===== src/verilog/dpw_pkg.sv =====
// Behaviour
// - The 8-bit wiper code sits in bits 11 to 4 of the 16-bit position word, so the host shifts it left by four.
// - The wiper code is unsigned binary and bits 15 to 12 and 3 to 0 are ignored on write.
// - A write to the position register makes the new code the active wiper setting at once.
// - The position register sits at 21h and resets to 0000h.
// - A read/write first scratch byte sits at 25h, left-aligned in bits 11 to 4, reset to zero.
// - A read/write second scratch byte sits at 26h with the same layout, reset to zero.
// - The device answers on one of four target addresses chosen by the address-select pin.
// - Writing 0x00 then 0x10 to the protection register at D3h starts a non-volatile store.
// - Stored settings survive power loss and the wiper is restored from storage after power-up.
// - While a store or load runs the device reports busy and refuses writes to the potentiometer registers.
// - The store trigger clears itself after the operation and busy stays high throughout the store.
// - With the lock bit set all register writes are refused, and writing 0101 to the unlock key clears the lock.
package dpw_pkg;
  localparam logic [7:0] ADDR_WIPER_SETTING = 8'h21;
  localparam logic [7:0] ADDR_SCRATCH_BYTE_ONE = 8'h25;
  localparam logic [7:0] ADDR_SCRATCH_BYTE_TWO = 8'h26;
  localparam logic [7:0] ADDR_GENERAL_CONFIG = 8'hd1;
  localparam logic [7:0] ADDR_PROTECT = 8'hd3;
  localparam logic [15:0] RST_WORD = 16'h0000;
  localparam int FIELD_LSB = 4;
  localparam int FIELD_MSB = 11;
  localparam int LOCK_BIT = 13;
  localparam int TRIGGER_BIT = 4;
  localparam int RELOAD_BIT = 5;
  localparam int KEY_LSB = 12;
  localparam logic [3:0] UNLOCK_KEY = 4'h5;
  localparam int STORE_TIME_US = 10;
  localparam int CLK_MHZ = 200;
  localparam int STORE_CYCLES = STORE_TIME_US * CLK_MHZ;
  // Base 7-bit target address; arbitrary value
  localparam logic [6:0] TARGET_BASE = 7'h48;

  typedef struct packed {
    logic [7:0] addr;
    logic [15:0] data;
  } dpw_wr_t;

  typedef struct packed {
    logic [7:0] wiper;
    logic [7:0] one;
    logic [7:0] two;
  } dpw_nv_t;

  typedef enum logic [2:0] {
    ST_LOAD = 3'b001,
    ST_IDLE = 3'b010,
    ST_STORE = 3'b100
  } dpw_state_t;
endpackage


===== src/verilog/dpw_regs.sv =====
`timescale 1ns/1ps
module dpw_regs #(
  parameter int STORE_CYC = dpw_pkg::STORE_CYCLES
) (
  input wire logic i_clk_sys,
  input wire logic i_nrst,
  input wire logic [1:0] i_addr_select_pin,
  input wire logic i_wr_valid,
  input wire dpw_pkg::dpw_wr_t i_wr,
  input wire logic [7:0] i_rd_addr,
  input wire dpw_pkg::dpw_nv_t i_nv_data,
  output logic [15:0] o_rd_data,
  output logic [6:0] o_target_addr,
  output logic [7:0] o_wiper_code,
  output logic o_store_in_progress,
  output logic o_locked,
  output logic o_nv_we,
  output dpw_pkg::dpw_nv_t o_nv_data
);
  import dpw_pkg::*;

  // The 32-bit counter serves any positive length
  if (STORE_CYC < 1) begin : g_bad_store_cyc
    $error("STORE_CYC must be at least 1");
  end

  dpw_state_t state;
  logic [7:0] wiper_code;
  logic [7:0] scratch_one;
  logic [7:0] scratch_two;
  logic locked;
  logic [31:0] cnt;
  logic [1:0] sel_meta;
  logic [1:0] sel_sync;
  dpw_nv_t nv_shadow;

  // Strap-like pin, synchronised before use
  always_ff @(posedge i_clk_sys) begin
    sel_meta <= i_addr_select_pin;
    sel_sync <= sel_meta;
  end

  wire logic [7:0] wr_field = i_wr.data[FIELD_MSB:FIELD_LSB];
  wire logic busy = (state != ST_IDLE);
  wire logic wr_ok = i_wr_valid && !locked;
  wire logic key_hit = i_wr_valid && (i_wr.addr == ADDR_PROTECT)
    && (i_wr.data[KEY_LSB+3:KEY_LSB] == UNLOCK_KEY);
  wire logic pot_ok = wr_ok && !busy;
  wire logic wr_wiper = pot_ok && (i_wr.addr == ADDR_WIPER_SETTING);
  wire logic wr_one = pot_ok && (i_wr.addr == ADDR_SCRATCH_BYTE_ONE);
  wire logic wr_two = pot_ok && (i_wr.addr == ADDR_SCRATCH_BYTE_TWO);
  wire logic wr_prot = pot_ok && (i_wr.addr == ADDR_PROTECT);
  wire logic start_store = wr_prot && i_wr.data[TRIGGER_BIT];
  wire logic start_load = wr_prot && i_wr.data[RELOAD_BIT] && !i_wr.data[TRIGGER_BIT];
  wire logic set_lock = wr_ok && (i_wr.addr == ADDR_GENERAL_CONFIG) && i_wr.data[LOCK_BIT];
  wire logic cnt_done = (cnt == 32'(STORE_CYC - 1));

  always_ff @(posedge i_clk_sys) begin
    if (!i_nrst) begin
      state <= ST_LOAD;
      cnt <= '0;
      wiper_code <= RST_WORD[FIELD_MSB:FIELD_LSB];
      scratch_one <= RST_WORD[FIELD_MSB:FIELD_LSB];
      scratch_two <= RST_WORD[FIELD_MSB:FIELD_LSB];
      locked <= 1'b0;
      nv_shadow <= '0;
    end else begin
      if (set_lock) begin
        locked <= 1'b1;
      end else if (key_hit) begin
        locked <= 1'b0;
      end
      unique case (state)
        ST_LOAD: begin
          // Restore wiper and scratch from storage
          wiper_code <= i_nv_data.wiper;
          scratch_one <= i_nv_data.one;
          scratch_two <= i_nv_data.two;
          state <= ST_IDLE;
        end
        ST_IDLE: begin
          cnt <= '0;
          if (wr_wiper) wiper_code <= wr_field;
          if (wr_one) scratch_one <= wr_field;
          if (wr_two) scratch_two <= wr_field;
          if (start_store) begin
            nv_shadow <= '{wiper: wiper_code, one: scratch_one, two: scratch_two};
            state <= ST_STORE;
          end else if (start_load) begin
            state <= ST_LOAD;
          end
        end
        ST_STORE: begin
          // Trigger self-clears when the count ends
          cnt <= cnt + 32'd1;
          if (cnt_done) state <= ST_IDLE;
        end
      endcase
    end
  end

  wire logic [15:0] rd_wiper = {4'h0, wiper_code, 4'h0};
  wire logic [15:0] rd_one = {4'h0, scratch_one, 4'h0};
  wire logic [15:0] rd_two = {4'h0, scratch_two, 4'h0};
  wire logic rd_hit_wiper = (i_rd_addr == ADDR_WIPER_SETTING);
  wire logic rd_hit_one = (i_rd_addr == ADDR_SCRATCH_BYTE_ONE);
  wire logic rd_hit_two = (i_rd_addr == ADDR_SCRATCH_BYTE_TWO);
  // Unmapped addresses read as zero, never stale data
  wire logic [15:0] next_rd_data = rd_hit_wiper ? rd_wiper :
    rd_hit_one ? rd_one :
    rd_hit_two ? rd_two : 16'h0000;

  always_ff @(posedge i_clk_sys) begin
    if (!i_nrst) begin
      o_rd_data <= '0;
    end else begin
      o_rd_data <= next_rd_data;
    end
  end

  assign o_target_addr = {TARGET_BASE[6:2], sel_sync};
  assign o_wiper_code = wiper_code;
  assign o_store_in_progress = busy;
  assign o_locked = locked;
  assign o_nv_we = (state == ST_STORE) && cnt_done;
  assign o_nv_data = nv_shadow;

  // Own store length count, kept apart from cnt
  logic [31:0] store_len;
  always_ff @(posedge i_clk_sys) begin
    if (!i_nrst) begin
      store_len <= '0;
    end else if (start_store) begin
      store_len <= 32'd1;
    end else if (o_nv_we) begin
      store_len <= '0;
    end else if (store_len != 32'd0) begin
      store_len <= store_len + 32'd1;
    end
  end
endmodule


===== config.mk =====
export PLATFORM = sky130hd
export DESIGN_NAME = dpw_regs
export DESIGN_NICKNAME = d
export VERILOG_FILES = /design/src/verilog/dpw_pkg.sv /design/src/verilog/dpw_regs.sv
export SDC_FILE = /design/constraint.sdc
export NUM_CORES = 1
export LEC_CHECK = 0
export BUFFER_PORTS_ARGS = -buffer_cell sky130_fd_sc_hd__buf_2
export CAP_MARGIN = 20
export CORE_ASPECT_RATIO = 1.25
export CORE_MARGIN = 2
export CORE_UTILIZATION = 59
export CTS_BUF_LIST = sky130_fd_sc_hd__clkbuf_8
export CTS_CLUSTER_DIAMETER = 80
export DETAILED_ROUTE_END_ITERATION = 16
export GPL_TIMING_DRIVEN = 0
export MAX_ROUTING_LAYER = met4
export PLACE_DENSITY = 0.88
export RECOVER_POWER = 100
export SLEW_MARGIN = 20
export SYNTH_ARGS = -nofsm -noshare
export SYNTH_HDL_FRONTEND = slang
export SYNTH_SLANG_ARGS = --single-unit
export TNS_END_PERCENT = 100

===== constraint.sdc =====
create_clock -name i_clk_sys -period 5.55 [get_ports i_clk_sys]
set_input_delay 0 -clock i_clk_sys [delete_from_list [all_inputs] [get_ports i_clk_sys]]
set_output_delay 0 -clock i_clk_sys [all_outputs]
set_load 0.01 [all_outputs]

==> Word-level counts from Yosys, hierarchy flattened <==
Cells that the tools add are included.
{ "totals": {"inputBits": 61, "ramBits": 0, "mem_bits_ro": 0, "latchBits": 0, "mem_count": 0, "out_inout_bits": 58, "reg_bits": 104} }
{ "classes": {"n_reduce_logical": 26, "n_shift": 0, "eq_ne": 19, "add_sub_neg": 1, "n_div": 0, "muxes": 16, "n_mul": 0, "bitwise": 1, "magnitude_cmp": 0} }
{ "op_table": {"columns": ["op", "count"], "rows": [
  ["32-bit case mux with 2 select lines", 1],
  ["8-bit by 6-bit equality test with 1-bit output, second input constant", 6],
  ["8-bit case mux with 2 select lines", 3],
  ["12-bit two-way mux", 3],
  ["32-bit by 1-bit adder with 32-bit output, second input constant", 1],
  ["32-bit by 11-bit equality test with 1-bit output, second input constant", 1],
  ["8-bit two-way mux", 3],
  ["8-bit equality test, second input constant", 2],
  ["1-bit logical AND", 14],
  ["2-bit AND reduction", 5],
  ["3-bit two-way mux", 3],
  ["3-bit case mux with 3 select lines", 1],
  ["2-bit inequality test, second input constant", 4],
  ["2-bit nonzero test", 3],
  ["4-bit by 3-bit equality test with 1-bit output, second input constant", 1],
  ["3-bit by 1-bit equality test with 1-bit output, second input constant", 1],
  ["3-bit by 2-bit equality test with 1-bit output, second input constant", 1],
  ["3-bit equality test, second input constant", 1],
  ["1-bit zero test", 3],
  ["3-bit by 2-bit inequality test with 1-bit output, second input constant", 1],
  ["3-bit inequality test, second input constant", 1],
  ["3-bit OR reduction", 1],
  ["1-bit two-way mux", 2],
  ["1-bit inverter", 1]
]} }

==> Depth between registers and ports, before layout <==
{ "logic_depth": {"ltp_word": 9, "depth_mapped": 7} }

==> Least setup slack after synthesis <==
No wires, ideal clock.
{ "synth_path": {"path_kind": "register -> register", "startpoint": "register state[0]", "endpoint": "register cnt[30]", "t_arrival_ps": 1962, "slack_ps": 3516, "path_buffers": 3, "required_time_ps": 5478, "stages_incl_launch_ff": 8, "setup_time_ps": 72, "path_cell_list": "dfxtp_1 or3b_1 buf_6 or3_4 buf_6 buf_2 nor4_2 mux2i_1"} }
{ "synth_via": {"elab_chain_cells": 2, "elab_cells_between_ends": 4, "cone_classes": "eq/ne (2); mux (1); reduce/logical (1)"} }
{ "synth_rtl": {"columns": ["item", "line", "text"], "rows": [
  ["start, declared", "dpw_regs.sv:27", "dpw_state_t state;"],
  ["start signal, assigned", "dpw_regs.sv:60", "state <= ST_LOAD;"],
  ["start signal, assigned", "dpw_regs.sv:79", "state <= ST_IDLE;"],
  ["start signal, assigned", "dpw_regs.sv:88", "state <= ST_STORE;"],
  ["3-bit equality test or 3-bit by 2-bit equality test with 1-bit output (tied branches)", "dpw_regs.sv:73", "unique case (state)"],
  ["32-bit case mux with 2 select lines or 2-bit nonzero test (tied branches)", null, null],
  ["end signal, assigned", "dpw_regs.sv:95", "cnt <= cnt + 32'd1;"],
  ["end, declared", "dpw_regs.sv:32", "logic [31:0] cnt;"]
]} }
Several ways; a longest one is shown, not always the timed one.
A chain may end at the register's enable or synchronous reset.

==> Worst setup path in the final report <==
{ "layout_path": {"startpoint": "register state[1]", "endpoint": "output port o_store_in_progress"} }
{ "layout_via": {"elab_chain_cells": 1} }
{ "layout_rtl": {"columns": ["item", "line", "text"], "rows": [
  ["3-bit by 2-bit inequality test with 1-bit output", "dpw_regs.sv:44", "wire logic busy = (state != ST_IDLE);"],
  ["end, declared", "dpw_regs.sv:15", "output logic o_store_in_progress,"]
]} }
Every way passes these cells.

==> flow_metrics.tcl <==
set metrics [dict create \
    yosysSeqAreaShare 0.416 \
    worstPathArrival_ns 2.73 \
    antenna_left 0 \
    cts-hold-fix-buffers 13 \
    routed_wl_um 14300 \
    cts_setup_buffers 0 \
    worst_pin_slew_ns 1.09 \
    grt_start_max_net_pins 16 \
    drtIter0Drc 422 \
    power_density_mw_per_mm2 244 \
    routedWlPerCell_um 18.0 \
    cp-end-kind "output pin" \
    synth.distinct_cells 52 \
    die_x_um 83.2 \
    cts_tree "yes" \
    final-setup-viol-count 0 \
    worstHoldPathType "input port to flop" \
    dieHeight_um 103 \
    syn_avg_cell_area_um2 8.30 \
    cts.sinks 96 \
    synth_edf_count 0 \
    skew_ns 0.00906 \
    period_share 0.493 \
    start_util 0.600 \
    insertion_delay_ns 0.37 \
    critical_path_class "flop to output pin" \
    rsz0062_at_grt "false" \
    maxSlewViolCount 0 \
    outcome "completed" \
    hold_viol 0 \
    drcViolationCount 0 \
    cts_buffer_depth 2 \
    final_util 0.724 \
    crit_fanout 10 \
    antenna_found_initial 0 \
    layout_commonest_cell "dfxtp_1" \
    dr.pass1.iters 5 \
    dieArea_mm2 0.00857 \
    min_period_ns 2.73 \
    tns_ns 0 \
    syn-instance-count 557 \
    cts-root-buf "clkbuf_8" \
    syn2layout_area_growth_pct 20.6 \
    grt_first_pass_wirelength_um 22400 \
    clkSlewWorstSetupHoldPaths_ns 0.09 \
    fmax_mhz 366 \
    finalInstanceArea_mm2 0.00558 \
    ys.flop_type "dfxtp_1" \
    routed_via_density 6.30 \
    cts_resized 0 \
    overflow 0 \
    via_count 4992 \
    hpwl_um 10100 \
    max_slew_margin 0.273 \
    drv_cap 0 \
    htreeDepth 3 \
    place.gp.congestion 0.913 \
    nets 755 \
    required_ns 5.55 \
    rows 36 \
    placed_area_mm2 0.00530 \
    async_flop_share 0 \
    peakVddDrop_v 0.000178 \
    syn-cell-area_mm2 0.00462 \
    postSynthRegisterBits 96 \
    drive_gt1_frac 0.133 \
    diodes 0 \
    numPortBuffers 101 \
    grt_usage 0.341 \
    p_leak_nw 2.05 \
    cts_made_buffers 9 \
    mostFrequentLayoutCells "96 x dfxtp_1, 80 x clkbuf_1, 55 x buf_2, 49 x a21oi_1, 45 x nand3_1" \
    synth_warnings 0 \
    grt_pass1_vias 4737 \
    design.core.area_mm2 0.00770 \
    io_pins 119 \
    start_kind "flop" \
]
==> metal layers <==
layer,share of wire,vias to the layer above,wire (um),GRT usage
met3,0.084,84,1200,0.0624
met2,0.50,317,7130,0.586
met4,0.061,0,865,0.231
met5,0,-,0,-
li1,-,2273,-,-
met1,0.36,2318,5070,0.362
==> cells by family after synthesis <==
logic type	after synthesis	synth area share
buffers and inverters	59	0.0622
AO/OA/AOI/OAI	133	0.168
AND/OR/NAND/NOR	236	0.285
adder cells (fa/ha/maj)	1	0.00271
flip-flops	96	0.416
multiplexers	30	0.0652
other	2	0.00162
==> final cells by class <==
type,instances,area (um^2)
Buffer,50,251
Clock buffer,12,165
Clock inverter,4,51.3
Fill cell,631,2120
Inverter,9,33.8
Multi-Input combinational cell,413,2460
Sequential cell,96,1920
Tap cell,95,119
Timing Repair Buffer,114,578
==> worst paths after layout <==
path              cells after the start  slack (ns)                     endpoint                  start
setup / recovery                      5        2.82          o_store_in_progress  state[1]$_SDFFE_PN0P_
hold / removal                        4       0.007  scratch_one[5]$_SDFFE_PN0P_          i_nv_data[13]
setup reg to reg                      5        2.90         cnt[13]$_SDFFE_PN0P_  state[2]$_SDFFE_PN0P_
hold reg to reg                       0        0.33          sel_sync[0]$_DFF_P_    sel_meta[0]$_DFF_P_
==> stage by stage <==
stage | worst slack, ns | hold slack [ns] | std cells | power (mW)
2_1_floorplan | 3.52 | 0.0277 | 568 | 0.817
6_report | 2.82 | 0.00712 | 793 | 1.36
5_1_grt | 2.67 | 0.0341 | 793 | 1.41
3_3_place_gp | 3.22 | 0.102 | 764 | 0.874
3_5_place_dp | 3.07 | 0.105 | 764 | 0.879
4_1_cts | 2.84 | 0.00933 | 793 | 1.36
==> critical path, stage by stage, from the launching register on <==
cell and delay (ns):
dfxtp_1 0.38, nor3b_1 0.57, clkinv_1 0.46, clkbuf_1 0.35, clkbuf_1 0.38, clkbuf_1 0.22
==> power breakdown <==
part           internal, mW  switching (mW)
clock network         0.245           0.244
registers             0.704          0.0176
logic                0.0624          0.0905
==> Yosys cell counts, types with 10 or more instances <==
| cell | number | area [um^2] |
|---|---|---|
| nor4_1 | 14 | 87.6 |
| dfxtp_1 | 96 | 1920 |
| mux2i_1 | 29 | 290 |
| nor2_1 | 21 | 78.8 |
| clkbuf_1 | 31 | 116 |
| a21oi_1 | 49 | 245 |
| and2_0 | 14 | 87.6 |
| buf_4 | 13 | 97.6 |
| nand3_1 | 45 | 225 |
| o21ai_0 | 44 | 220 |
| nor3_1 | 23 | 115 |
| a211oi_1 | 10 | 75.1 |
| and2_1 | 12 | 75.1 |
| nand2b_1 | 19 | 119 |
| nand2_1 | 37 | 139 |
==> flip-flops by register name, indices dropped and copies added (netlist names) <==
name,flops
scratch_two,8
o_locked,1
sel_sync,2
cnt,32
o_rd_data,8
o_wiper_code,8
o_nv_data,24
state,3
sel_meta,2
scratch_one,8
(Power assumes the default switching activity.)
